[src/sbf_pkg.sv]
// Package of constants, types and helpers for the servo I/O function, brake and filter block
// Behaviour
// - Brake mode 1: brake pin closed while enabled, open while disabled.
// - Brake mode 2: brake pin open while enabled, closed while disabled.
// - Brake mode 3: brake pin is a general purpose output.
// - Output select holds four digits for Y3..Y6 from the right, reset 413d.
// - Y3 digit 8 closes, digit 9 opens, when torque reaches target.
// - Y4 digit 6 closes, digit 7 opens, while position error within window.
// - Y4 digit a closes, digit b opens, when velocity reaches target.
// - Y5 digit 1 closes, digit 2 opens, while the drive is enabled.
// - Y6 digit 4 closes, digit 5 opens, when motion completes in position.
// - Y6 digit c gives tachometer pulses while the motor runs.
// - Digit 3 makes Y3..Y6 a general purpose output.
// - Release and apply delays act only in brake modes 1 and 2.
// - Enable sets brake, starts millisecond release countdown, blocks moves until expiry.
// - Disable switches brake at once, keeps current on for apply delay.
// - Filtered input updates after the pin is stable for count 250 us cycles.
// - A filter count of zero bypasses the debounce.
// - Inputs X9..X12 each have an independent filter count.
package sbf_pkg;
  // ---------------------------------------------------------------------------
  // Timing
  // ---------------------------------------------------------------------------
  localparam int CLK_PERIOD_NS  = 10;
  localparam int MS_NS          = 1000000;
  localparam int FILTER_TICK_NS = 250000;
  localparam int MS_CYCLES      = MS_NS / CLK_PERIOD_NS;
  localparam int TICK_CYCLES    = FILTER_TICK_NS / CLK_PERIOD_NS;
  localparam int PRESC_W        = 17;
  // ---------------------------------------------------------------------------
  // Register map
  // ---------------------------------------------------------------------------
  localparam logic [3:0] ADDR_MOTION_SEL  = 4'h0;
  localparam logic [3:0] ADDR_BRAKE_MODE  = 4'h1;
  localparam logic [3:0] ADDR_RELEASE_DLY = 4'h2;
  localparam logic [3:0] ADDR_APPLY_DLY   = 4'h3;
  localparam logic [3:0] ADDR_FILTER_A    = 4'h4;
  localparam logic [3:0] ADDR_FILTER_D    = 4'h7;
  localparam logic [3:0] ADDR_GP_OUT      = 4'h8;
  localparam logic [3:0] ADDR_STATUS      = 4'h9;
  localparam logic [3:0] ADDR_IRQ_STATUS  = 4'ha;
  localparam logic [3:0] ADDR_IRQ_MASK    = 4'hb;
  localparam logic [15:0] RST_MOTION_SEL  = 16'h413d;
  localparam logic [1:0]  RST_BRAKE_MODE  = 2'h1;
  localparam logic [15:0] RST_DELAY       = 16'h00c8;
  localparam logic [14:0] RST_FILTER      = 15'h0000;
  // ---------------------------------------------------------------------------
  // Codes
  // ---------------------------------------------------------------------------
  localparam logic [1:0] BRAKE_MODE_ON_EN  = 2'h1;
  localparam logic [1:0] BRAKE_MODE_OFF_EN = 2'h2;
  localparam logic [3:0] DIG_EN_CLOSE  = 4'h1;
  localparam logic [3:0] DIG_EN_OPEN   = 4'h2;
  localparam logic [3:0] DIG_INPOS_CLOSE = 4'h4;
  localparam logic [3:0] DIG_INPOS_OPEN  = 4'h5;
  localparam logic [3:0] DIG_WIN_CLOSE = 4'h6;
  localparam logic [3:0] DIG_WIN_OPEN  = 4'h7;
  localparam logic [3:0] DIG_TRQ_CLOSE = 4'h8;
  localparam logic [3:0] DIG_TRQ_OPEN  = 4'h9;
  localparam logic [3:0] DIG_VEL_CLOSE = 4'ha;
  localparam logic [3:0] DIG_VEL_OPEN  = 4'hb;
  localparam logic [3:0] DIG_TACH      = 4'hc;
  localparam int IRQ_W = 6;

  typedef struct packed {
    logic torque_reached;
    logic pos_in_window;
    logic vel_reached;
    logic in_position;
    logic running;
    logic tach_pulse;
  } sbf_motion_t;

  typedef struct packed {
    logic brake;
    logic torque;
    logic pos_vel;
    logic enabled;
    logic in_pos_tach;
  } sbf_pins_t;

  // Digit equal to close code follows cond, open code inverts it, else fallback
  function automatic logic sbf_map_level(input logic [3:0] digit, input logic [3:0] close_code,
                                         input logic [3:0] open_code, input logic cond,
                                         input logic fallback);
    if (digit == close_code) return cond;
    if (digit == open_code) return ~cond;
    return fallback;
  endfunction : sbf_map_level
endpackage : sbf_pkg

[src/sbf_debounce.sv]
// Debounce filter for one synchronised input
`timescale 1ns/1ps
`default_nettype none
module sbf_debounce (
  input  wire logic        sys_clk_in,
  input  wire logic        rst_n_in,
  input  wire logic        tick_in,
  input  wire logic [14:0] count_in,
  input  wire logic        level_in,
  output logic             state_out
);
  logic        state;
  logic        pending;
  logic [14:0] cnt;
  logic        next_state;
  logic        next_pending;
  logic [14:0] next_cnt;

  always_comb begin
    next_state   = state;
    next_pending = pending;
    next_cnt     = cnt;
    if (count_in == 15'h0000) begin
      next_state   = level_in;
      next_pending = level_in;
      next_cnt     = 15'h0000;
    end else if (level_in != pending) begin
      next_pending = level_in;
      next_cnt     = 15'h0000;
    end else if (pending != state && tick_in) begin
      next_cnt = cnt + 15'h0001;
      if (next_cnt >= count_in) begin
        next_state = pending;
        next_cnt   = 15'h0000;
      end
    end
  end

  always_ff @(posedge sys_clk_in) begin
    if (!rst_n_in) begin
      state   <= 1'b0;
      pending <= 1'b0;
      cnt     <= 15'h0000;
    end else begin
      state   <= next_state;
      pending <= next_pending;
      cnt     <= next_cnt;
    end
  end

  assign state_out = state;
endmodule : sbf_debounce
`default_nettype wire

[src/sbf_brake_seq.sv]
// Brake release and apply sequencer with millisecond countdown
`timescale 1ns/1ps
`default_nettype none
module sbf_brake_seq #(
  parameter int MS_CYCLES = sbf_pkg::MS_CYCLES
) (
  input  wire logic        sys_clk_in,
  input  wire logic        rst_n_in,
  input  wire logic        delays_on_in,
  input  wire logic        enable_in,
  input  wire logic [15:0] release_dly_in,
  input  wire logic [15:0] apply_dly_in,
  output logic             move_permit_out,
  output logic             current_on_out,
  output logic             release_done_out,
  output logic             apply_done_out
);
  typedef enum logic [1:0] {SBF_OFF, SBF_RELEASE, SBF_RUN, SBF_APPLY} sbf_bstate_t;
  sbf_bstate_t                     st, next_st;
  logic [15:0]                     cnt, next_cnt;
  logic [sbf_pkg::PRESC_W-1:0]     presc, next_presc;
  logic                            rel_pulse, app_pulse, next_rel, next_app;
  logic                            ms_tick;

  assign ms_tick = (presc == sbf_pkg::PRESC_W'(MS_CYCLES - 1));

  always_comb begin
    next_st    = st;
    next_cnt   = cnt;
    next_presc = ms_tick ? '0 : presc + 1'b1;
    next_rel   = 1'b0;
    next_app   = 1'b0;
    unique case (st)
      SBF_OFF, SBF_APPLY: begin
        if (enable_in) begin
          // Prescaler restarts so the first millisecond is a whole one
          next_presc = '0;
          if (delays_on_in && release_dly_in != 16'h0000) begin
            next_st  = SBF_RELEASE;
            next_cnt = release_dly_in;
          end else begin
            next_st  = SBF_RUN;
            next_rel = 1'b1;
          end
        end else if (st == SBF_APPLY && ms_tick) begin
          next_cnt = cnt - 16'h0001;
          if (cnt == 16'h0001) begin
            next_st  = SBF_OFF;
            next_app = 1'b1;
          end
        end
      end
      SBF_RELEASE, SBF_RUN: begin
        if (!enable_in) begin
          next_presc = '0;
          if (delays_on_in && apply_dly_in != 16'h0000) begin
            next_st  = SBF_APPLY;
            next_cnt = apply_dly_in;
          end else begin
            next_st  = SBF_OFF;
            next_app = 1'b1;
          end
        end else if (st == SBF_RELEASE && ms_tick) begin
          next_cnt = cnt - 16'h0001;
          if (cnt == 16'h0001) begin
            next_st  = SBF_RUN;
            next_rel = 1'b1;
          end
        end
      end
    endcase
  end

  always_ff @(posedge sys_clk_in) begin
    if (!rst_n_in) begin
      st        <= SBF_OFF;
      cnt       <= 16'h0000;
      presc     <= '0;
      rel_pulse <= 1'b0;
      app_pulse <= 1'b0;
    end else begin
      st        <= next_st;
      cnt       <= next_cnt;
      presc     <= next_presc;
      rel_pulse <= next_rel;
      app_pulse <= next_app;
    end
  end

  assign move_permit_out  = (st == SBF_RUN);
  assign current_on_out   = (st != SBF_OFF);
  assign release_done_out = rel_pulse;
  assign apply_done_out   = app_pulse;
endmodule : sbf_brake_seq
`default_nettype wire

[src/sbf_top.sv]
// Top of the servo I/O function, brake and input filter block
`timescale 1ns/1ps
`default_nettype none
module sbf_top #(
  parameter int MS_CYCLES   = sbf_pkg::MS_CYCLES,
  parameter int TICK_CYCLES = sbf_pkg::TICK_CYCLES
) (
  input  wire logic                sys_clk_in,
  input  wire logic                rst_n_in,
  // Register port
  input  wire logic [3:0]          reg_addr_in,
  input  wire logic [15:0]         reg_wdata_in,
  input  wire logic                reg_wr_in,
  input  wire logic                reg_rd_in,
  output logic      [15:0]         reg_rdata_out,
  // Motion controller side
  input  wire logic                drive_enable_in,
  input  wire sbf_pkg::sbf_motion_t motion_in,
  output logic                     move_permit_out,
  output logic                     motor_current_on_out,
  output logic      [3:0]          filtered_inputs_out,
  // Pins
  input  wire logic                filtered_input_a_in,
  input  wire logic                filtered_input_b_in,
  input  wire logic                filtered_input_c_in,
  input  wire logic                filtered_input_d_in,
  output sbf_pkg::sbf_pins_t       pins_out,
  output logic                     irq_out
);
  // ---------------------------------------------------------------------------
  // Register state
  // ---------------------------------------------------------------------------
  logic [15:0]                motion_output_select, next_motion_output_select;
  logic [1:0]                 brake_output_mode, next_brake_output_mode;
  logic [15:0]                brake_release_delay, next_brake_release_delay;
  logic [15:0]                brake_apply_delay, next_brake_apply_delay;
  logic [3:0][14:0]           input_debounce_count, next_input_debounce_count;
  logic [4:0]                 gp_out, next_gp_out;
  logic [sbf_pkg::IRQ_W-1:0]  irq_status, next_irq_status;
  logic [sbf_pkg::IRQ_W-1:0]  irq_mask, next_irq_mask;
  logic [15:0]                rdata, next_rdata;
  logic [sbf_pkg::IRQ_W-1:0]  events;
  logic [3:0]                 fidx;
  logic                       filt_sel;

  // ---------------------------------------------------------------------------
  // Input synchronisers and filter tick
  // ---------------------------------------------------------------------------
  logic [3:0]                 raw_pins;
  logic [3:0]                 sync1, sync2, sync3;
  logic [3:0]                 sync_level, next_sync_level;
  logic [3:0]                 filt_state, filt_prev;
  logic [sbf_pkg::PRESC_W-1:0] tick_cnt, next_tick_cnt;
  logic                       tick;

  assign raw_pins = {filtered_input_d_in, filtered_input_c_in,
                     filtered_input_b_in, filtered_input_a_in};
  assign tick     = (tick_cnt == sbf_pkg::PRESC_W'(TICK_CYCLES - 1));

  always_comb begin
    next_tick_cnt = tick ? '0 : tick_cnt + 1'b1;
    // A pin change counts only once the second and third stages agree
    for (int i = 0; i < 4; i++) begin
      next_sync_level[i] = (sync2[i] == sync3[i]) ? sync3[i] : sync_level[i];
    end
  end

  always_ff @(posedge sys_clk_in) begin
    if (!rst_n_in) begin
      sync1      <= 4'h0;
      sync2      <= 4'h0;
      sync3      <= 4'h0;
      sync_level <= 4'h0;
      tick_cnt   <= '0;
      filt_prev  <= 4'h0;
    end else begin
      sync1      <= raw_pins;
      sync2      <= sync1;
      sync3      <= sync2;
      sync_level <= next_sync_level;
      tick_cnt   <= next_tick_cnt;
      filt_prev  <= filt_state;
    end
  end

  // ---------------------------------------------------------------------------
  // Debounce filters
  // ---------------------------------------------------------------------------
  genvar g;
  generate
    for (g = 0; g < 4; g++) begin : g_filt
      sbf_debounce u_filt (
        .sys_clk_in (sys_clk_in),
        .rst_n_in   (rst_n_in),
        .tick_in    (tick),
        .count_in   (input_debounce_count[g]),
        .level_in   (sync_level[g]),
        .state_out  (filt_state[g])
      );
    end
  endgenerate

  // ---------------------------------------------------------------------------
  // Brake sequencing
  // ---------------------------------------------------------------------------
  logic delays_on;
  logic release_done;
  logic apply_done;

  assign delays_on = (brake_output_mode == sbf_pkg::BRAKE_MODE_ON_EN) ||
                     (brake_output_mode == sbf_pkg::BRAKE_MODE_OFF_EN);

  sbf_brake_seq #(
    .MS_CYCLES (MS_CYCLES)
  ) u_brake (
    .sys_clk_in       (sys_clk_in),
    .rst_n_in         (rst_n_in),
    .delays_on_in     (delays_on),
    .enable_in        (drive_enable_in),
    .release_dly_in   (brake_release_delay),
    .apply_dly_in     (brake_apply_delay),
    .move_permit_out  (move_permit_out),
    .current_on_out   (motor_current_on_out),
    .release_done_out (release_done),
    .apply_done_out   (apply_done)
  );

  // ---------------------------------------------------------------------------
  // Output pin mapping
  // ---------------------------------------------------------------------------
  sbf_pkg::sbf_pins_t pins, next_pins;
  logic [3:0]         dig_trq, dig_pv, dig_en, dig_ip;

  // Digits read from the right: Y3, Y4, Y5, Y6
  assign dig_trq = motion_output_select[3:0];
  assign dig_pv  = motion_output_select[7:4];
  assign dig_en  = motion_output_select[11:8];
  assign dig_ip  = motion_output_select[15:12];

  always_comb begin
    // In brake modes 1 and 2 the brake pin follows the enable command at once; release delay only gates moves, apply delay only current
    unique case (brake_output_mode)
      sbf_pkg::BRAKE_MODE_ON_EN:  next_pins.brake = drive_enable_in;
      sbf_pkg::BRAKE_MODE_OFF_EN: next_pins.brake = ~drive_enable_in;
      default:                    next_pins.brake = gp_out[0];
    endcase
    next_pins.torque = sbf_pkg::sbf_map_level(dig_trq, sbf_pkg::DIG_TRQ_CLOSE,
                         sbf_pkg::DIG_TRQ_OPEN, motion_in.torque_reached, gp_out[1]);
    next_pins.pos_vel = sbf_pkg::sbf_map_level(dig_pv, sbf_pkg::DIG_WIN_CLOSE,
                          sbf_pkg::DIG_WIN_OPEN, motion_in.pos_in_window,
                          sbf_pkg::sbf_map_level(dig_pv, sbf_pkg::DIG_VEL_CLOSE,
                            sbf_pkg::DIG_VEL_OPEN, motion_in.vel_reached, gp_out[2]));
    next_pins.enabled = sbf_pkg::sbf_map_level(dig_en, sbf_pkg::DIG_EN_CLOSE,
                          sbf_pkg::DIG_EN_OPEN, drive_enable_in, gp_out[3]);
    if (dig_ip == sbf_pkg::DIG_TACH) begin
      next_pins.in_pos_tach = motion_in.running & motion_in.tach_pulse;
    end else begin
      next_pins.in_pos_tach = sbf_pkg::sbf_map_level(dig_ip, sbf_pkg::DIG_INPOS_CLOSE,
                                sbf_pkg::DIG_INPOS_OPEN, motion_in.in_position, gp_out[4]);
    end
  end

  always_ff @(posedge sys_clk_in) begin
    if (!rst_n_in) begin
      pins <= '0;
    end else begin
      pins <= next_pins;
    end
  end

  assign pins_out            = pins;
  assign filtered_inputs_out = filt_state;

  // ---------------------------------------------------------------------------
  // Register file and interrupts
  // ---------------------------------------------------------------------------
  // Events: four filtered input edges, release done, apply done
  assign events   = {apply_done, release_done, filt_state ^ filt_prev};
  assign fidx     = reg_addr_in - sbf_pkg::ADDR_FILTER_A;
  assign filt_sel = (reg_addr_in >= sbf_pkg::ADDR_FILTER_A) &&
                    (reg_addr_in <= sbf_pkg::ADDR_FILTER_D);

  always_comb begin
    next_motion_output_select = motion_output_select;
    next_brake_output_mode    = brake_output_mode;
    next_brake_release_delay  = brake_release_delay;
    next_brake_apply_delay    = brake_apply_delay;
    next_input_debounce_count = input_debounce_count;
    next_gp_out               = gp_out;
    next_irq_mask             = irq_mask;
    next_rdata                = 16'h0000;
    next_irq_status           = irq_status;
    if (reg_wr_in) begin
      unique case (reg_addr_in)
        sbf_pkg::ADDR_MOTION_SEL:  next_motion_output_select = reg_wdata_in;
        sbf_pkg::ADDR_BRAKE_MODE:  next_brake_output_mode = reg_wdata_in[1:0];
        sbf_pkg::ADDR_RELEASE_DLY: next_brake_release_delay = reg_wdata_in;
        sbf_pkg::ADDR_APPLY_DLY:   next_brake_apply_delay = reg_wdata_in;
        sbf_pkg::ADDR_GP_OUT:      next_gp_out = reg_wdata_in[4:0];
        sbf_pkg::ADDR_IRQ_MASK:    next_irq_mask = reg_wdata_in[sbf_pkg::IRQ_W-1:0];
        default: begin
          if (filt_sel) begin
            next_input_debounce_count[fidx[1:0]] = reg_wdata_in[14:0];
          end
        end
      endcase
    end
    if (reg_rd_in) begin
      unique case (reg_addr_in)
        sbf_pkg::ADDR_MOTION_SEL:  next_rdata = motion_output_select;
        sbf_pkg::ADDR_BRAKE_MODE:  next_rdata = {14'h0000, brake_output_mode};
        sbf_pkg::ADDR_RELEASE_DLY: next_rdata = brake_release_delay;
        sbf_pkg::ADDR_APPLY_DLY:   next_rdata = brake_apply_delay;
        sbf_pkg::ADDR_GP_OUT:      next_rdata = {11'h000, gp_out};
        sbf_pkg::ADDR_STATUS:      next_rdata = {4'h0, pins, motor_current_on_out,
                                                 move_permit_out, drive_enable_in, filt_state};
        sbf_pkg::ADDR_IRQ_STATUS: begin
          next_rdata      = {10'h000, irq_status};
          next_irq_status = '0;
        end
        sbf_pkg::ADDR_IRQ_MASK:    next_rdata = {10'h000, irq_mask};
        default: begin
          if (filt_sel) begin
            next_rdata = {1'b0, input_debounce_count[fidx[1:0]]};
          end
        end
      endcase
    end
    // A new event in the clearing cycle survives the read
    next_irq_status = next_irq_status | events;
  end

  always_ff @(posedge sys_clk_in) begin
    if (!rst_n_in) begin
      motion_output_select <= sbf_pkg::RST_MOTION_SEL;
      brake_output_mode    <= sbf_pkg::RST_BRAKE_MODE;
      brake_release_delay  <= sbf_pkg::RST_DELAY;
      brake_apply_delay    <= sbf_pkg::RST_DELAY;
      input_debounce_count <= {4{sbf_pkg::RST_FILTER}};
      gp_out               <= 5'h00;
      irq_status           <= '0;
      irq_mask             <= '0;
      rdata                <= 16'h0000;
    end else begin
      motion_output_select <= next_motion_output_select;
      brake_output_mode    <= next_brake_output_mode;
      brake_release_delay  <= next_brake_release_delay;
      brake_apply_delay    <= next_brake_apply_delay;
      input_debounce_count <= next_input_debounce_count;
      gp_out               <= next_gp_out;
      irq_status           <= next_irq_status;
      irq_mask             <= next_irq_mask;
      rdata                <= next_rdata;
    end
  end

  assign reg_rdata_out = rdata;
  assign irq_out       = |(irq_status & irq_mask);
endmodule : sbf_top
`default_nettype wire

[config.mk]
export PLATFORM = sky130hd
export DESIGN_NAME = sbf_top
export DESIGN_NICKNAME = d
export VERILOG_FILES = /design/src/sbf_pkg.sv /design/src/sbf_debounce.sv /design/src/sbf_brake_seq.sv /design/src/sbf_top.sv
export SDC_FILE = /design/constraint.sdc
export NUM_CORES = 1
export LEC_CHECK = 0
export ABC_AREA = 1
export BUFFER_PORTS_ARGS = -buffer_cell sky130_fd_sc_hd__buf_4
export CORE_MARGIN = 3
export CORE_UTILIZATION = 35
export CTS_CLUSTER_SIZE = 25
export DETAILED_ROUTE_END_ITERATION = 8
export GPL_ROUTABILITY_DRIVEN = 0
export PLACE_DENSITY = 0.56
export SYNTH_ARGS = -nofsm -noshare
export SYNTH_HDL_FRONTEND = slang
export SYNTH_HIERARCHICAL = 1
export SYNTH_SLANG_ARGS = --single-unit
[constraint.sdc]
create_clock -name sys_clk_in -period 2.69 [get_ports sys_clk_in]
set_clock_uncertainty 0.2 [all_clocks]
set_input_delay 0.4035 -clock sys_clk_in [delete_from_list [all_inputs] [get_ports sys_clk_in]]
set_output_delay 0.4035 -clock sys_clk_in [all_outputs]
set_load 0.05 [all_outputs]
==> results.md <==
Status:
- The run finished, with violations left.
- The checks that failed: setup timing.

Drt:
- The number of remaining DRC errors is 0.
- The overall via count from detail_route is 15655.
- In this run the remaining antenna-violating nets after routing total 0.
- The post-detailed-route via-to-cell ratio is 4.96.
- The pre-antenna-repair detailed-routing pass consisted of 5 iterations.
- The detailed router's first-iteration violation count is 936.
- The wire length reported by the detailed router is 50500 µm.
- The detailed-route wire length per cell is 16.0 µm.

Logic synthesis:
- Synthesis produced a netlist with a net count of 2509.
- In the post-synthesis netlist, the biggest area contributors are sky130_fd_sc_hd__dfxtp_1 (36%), sky130_fd_sc_hd__nand2_1 (16%), sky130_fd_sc_hd__nor2_1 (8.1%), sky130_fd_sc_hd__ha_1 (5.8%), sky130_fd_sc_hd__a21oi_1 (5.4%).
- The share of synthesized area in the top cell type comes to 0.362.
- The combinational family with the most area after synthesis is simple AND/OR/NAND/NOR gates.
- In this run the cell area of the synthesized design comes to 16100 µm².
- The number of synthesized register bits is 290.
- The number of enable flip-flop cells after synthesis is 0.
- Of the total synthesized cell area, the portion taken by AND, OR, NAND and NOR gates is 0.329.
- After synthesis, the netlist uses 43 different library cells.
- The adder-cell share of the synthesized area is 0.0577.
- Of all flip-flops after synthesis, the portion carrying an async set or reset was 0.
- The average instance area after synthesis is 6.69 µm².
- The sequential share of the synthesized area is 0.362.
- Counting every instance in the synthesized netlist gives 2400.
- The synthesized-area fraction occupied by ao, oa, aoi and oai cells is 0.122.
- The most frequently used flop master after synthesis is sky130_fd_sc_hd__dfxtp_1.
- The xor and xnor area share after synthesis is 0.0414.
- The cell type with the largest total area after synthesis is sky130_fd_sc_hd__dfxtp_1.
- For this run, the number of Yosys warnings is 6.
- The proportion of synthesized area in mux cells is 0.

Pwr:
- In this run the power density over the cells is 595 nW/µm².
- Summing internal, switching and leakage power gives 12.1 mW.
- In this run the static leakage power is 9.25 nW.
- The largest voltage drop on the vdd net is 0.440 mV.

Clock network:
- In this run the deepest clock path goes through 3 buffers.
- The clock tree root driver cell is sky130_fd_sc_hd__clkbuf_16.
- The clock latency on the worst-skew pair is 0.54 ns.
- The clock-pin slew on the worst setup and hold paths is 0.06 ns.
- The maximum level of the CTS H-tree is 2.
- TritonCTS built the clock tree.
- The TritonCTS buffer count is 37.
- The tree built by TritonCTS fans out to 290 sinks.

Global route:
- The first global-routing pass estimated 76100 µm of wire.
- The maximum number of pins on one net before global-route repair is 31.
- The aggregate global routing overflow is 0.
- The number of antenna violations at the first check in global routing was 0.
- The number of global-route vias before repair was 14206.
- The overall fraction of global-route tracks in use is 0.198.

Timing:
- The number of endpoints with negative hold slack in the final report is 0.
- Setup repair after global routing could not meet its margin everywhere.
- The top achievable clock speed is 0.360 GHz.
- The final number of setup-violating endpoints is 37.
- The final max-slew violation count is 0.
- The post-layout minimum cycle time is 2.78 ns.
- The least setup slack across all paths after layout is -0.0899 ns.
- In the finished design, the share of the clock period the worst path needs comes to 1.03.
- For the pin with the worst max-slew slack, the measured transition is 0.716 ns.
- The worst pin sits at a relative slew slack of 0.521.

Hold path:
- The path class of the tightest hold or removal check is input port to flip-flop.

Die:
- From left edge to right edge, the die measures 220 µm.
- The overall die area is 48500 µm².
- The region available for standard cell placement spans 44800 µm².
- The row count is 77.
- The I/O pin count is 63.
- The starting density of the core is 0.358.
- In this run the vertical extent of the chip is 220 µm.

Worst setup path:
- The worst stage delay on the critical path is 0.37 ns.
- STA classifies the critical path endpoint as a flip-flop.
- Among all stages on the critical path, the largest delay is contributed by sky130_fd_sc_hd__dfxtp_4.
- The worst setup path category is flip-flop to flip-flop.
- Among the stages of the critical path, the cell type that occurs most often is sky130_fd_sc_hd__nor2_2.
- Of all nets on the critical path, the largest fanout is 7.
- Walking the worst path, the cells encountered are ha_4 -> nand3_2 -> inv_2 -> buf_4 -> nand3_1 -> xor2_1 -> inv_2 -> ha_1 -> nand2_1 -> nor2_2 -> nand2_2 -> nor2_2 -> nor2_2 -> nand3_2 -> nor2_4 -> clkbuf_16 -> nand2_4 -> a21oi_2.
- Data on the critical path arrives at its endpoint at 3.05 ns.
- The required time reported for the critical path endpoint is 2.96 ns.
- Broken down by cell family, the worst path's largest delay share belongs to simple AND/OR/NAND/NOR gates.
- STA classifies the critical path startpoint as a flip-flop.
- Together, buffers and inverters on the worst path number 4.

Layout:
- Leaving out fill and tap cells, the most frequent cells in the layout are sky130_fd_sc_hd__nand2_1 (629), sky130_fd_sc_hd__nor2_1 (335), sky130_fd_sc_hd__dfxtp_1 (259).
- The filler cells instantiated in the layout total 4477.
- Relative to the synthesized area, the layout overhead comes to 26.4%.
- 0 antenna diodes ended up in the layout.
- The share of post-route cells with drive strength above 1 is 0.210.
- After the last flow step, the layout net total stands at 2655.
- The commonest non-fill, non-tap cell in the layout is sky130_fd_sc_hd__nand2_1.
- The final design area excluding fillers is 20300 µm².

Flow run:
- The tool flagged a number of max-cap violations equal to 0.

Place:
- The worst-case setup slack after placement is -0.0543 ns.
- The standard cell area after detailed placement is 17400 µm².
- The half-perimeter wire length of the detailed placement result is 35700 µm.
- The count of buffers added on input and output ports is 62.
## metal layers
metal / GRT usage / vias to the layer above / routed length (µm)
li1: - / 7932 / -
met1: 0.272 / 7294 / 23300
met2: 0.319 / 343 / 23200
met3: 0.0345 / 86 / 2720
met4: 0.0564 / 0 / 1290
met5: 0 / - / 0
## Yosys cell counts (5+ instances only)
master                     number
sky130_fd_sc_hd__nand4_1       28
sky130_fd_sc_hd__inv_2         54
sky130_fd_sc_hd__nor3_1        12
sky130_fd_sc_hd__o21ai_0      104
sky130_fd_sc_hd__inv_1        223
sky130_fd_sc_hd__nand3_2       13
sky130_fd_sc_hd__buf_6          6
sky130_fd_sc_hd__nand2_2       14
sky130_fd_sc_hd__o21a_1         5
sky130_fd_sc_hd__o21ai_1       22
sky130_fd_sc_hd__xnor2_2        8
sky130_fd_sc_hd__buf_4         11
sky130_fd_sc_hd__xnor2_1       28
sky130_fd_sc_hd__a21oi_1      173
sky130_fd_sc_hd__a22oi_1       26
sky130_fd_sc_hd__xor2_1        33
sky130_fd_sc_hd__a22o_1         5
sky130_fd_sc_hd__ha_1          74
sky130_fd_sc_hd__dfxtp_1      290
sky130_fd_sc_hd__nand3_1      123
sky130_fd_sc_hd__nor2_1       347
sky130_fd_sc_hd__buf_2         17
sky130_fd_sc_hd__clkbuf_1      34
sky130_fd_sc_hd__nor2_4        18
sky130_fd_sc_hd__nand2_1      690
sky130_fd_sc_hd__o211ai_1       6
## report_power, final
part / switching (mW) / total (mW) / internal (mW)
registers: 0.206 / 4.69 / 4.48
logic: 1.66 / 2.47 / 0.807
clock network: 1.92 / 4.92 / 3.01
## metrics by stage
stage	instances	utilization	TNS [ns]	hold WS, ns
6_report	3158	0.453	-1.25	0.0142
5_1_grt	3158	0.453	-10.63	0.0218
4_1_cts	3114	0.418	0	0.00179
3_5_place_dp	3039	0.387	-0.741	0.201
3_3_place_gp	3039	0.387	-0.00305	0.196
2_1_floorplan	2400	-	0	0.190
## tightest hold or removal path: cells and delay by family
| family | cells | cell delay, ns |
|---|---|---|
| AOI/OAI and AO/OA | 1 | 0.05 |
| and+or+nand+nor | 1 | 0.08 |
| buffers and inverters | 1 | 0.17 |
## final cells by class
type / count / area (µm²) / share of cell area
inverters: 278 / 1050 / 0.0518
well taps: 592 / 741 / 0.0365
multi-input cells: 1761 / 9920 / 0.489
clock inverters: 9 / 124 / 0.00610
repair buffers: 178 / 1500 / 0.0741
flip-flops and latches: 290 / 5890 / 0.290
clock buffers: 50 / 1050 / 0.0520
## state kept, by name, summed over array words and instances (netlist names), 6 cells and up
signal / flops
irq_status: 6
input_debounce_count: 60
u_brake/cnt: 16
tick_cnt: 17
g_filt.u_filt/cnt: 60
brake_release_delay: 16
irq_mask: 6
brake_apply_delay: 16
reg_rdata_out: 16
motion_output_select: 16
u_brake/presc: 17
## logic make-up after synthesis
logic type,after synthesis
adders and majority gates,74
xor gates and xnor gates,69
AOI/OAI and AO/OA,359
buffers and inverters,349
DFF,290
and+or+nand+nor,1259
## repair_timing
item,in CTS,in global routing
endpoints found under the setup margin,41,64
hold buffers,16,0
setup buffers,0,40
resized for setup,9,280
hold endpoints to repair,20,0
cloned,0,4
pin swaps,3,126
## path summary, 6_finish.rpt
path,slack [ns],to,startpoint,cells after the start
setup / recovery,-0.09,g_filt[2].u_filt/cnt[4],g_filt[2].u_filt/cnt[1],18
hold / removal,0.01,brake_apply_delay[14],reg_wdata_in[14],3
setup reg to reg,-0.09,g_filt[2].u_filt/cnt[4],g_filt[2].u_filt/cnt[1],18
hold reg to reg,0.21,sync2[1],sync1[1],2
Note: power is estimated with default switching activity, not from simulation.
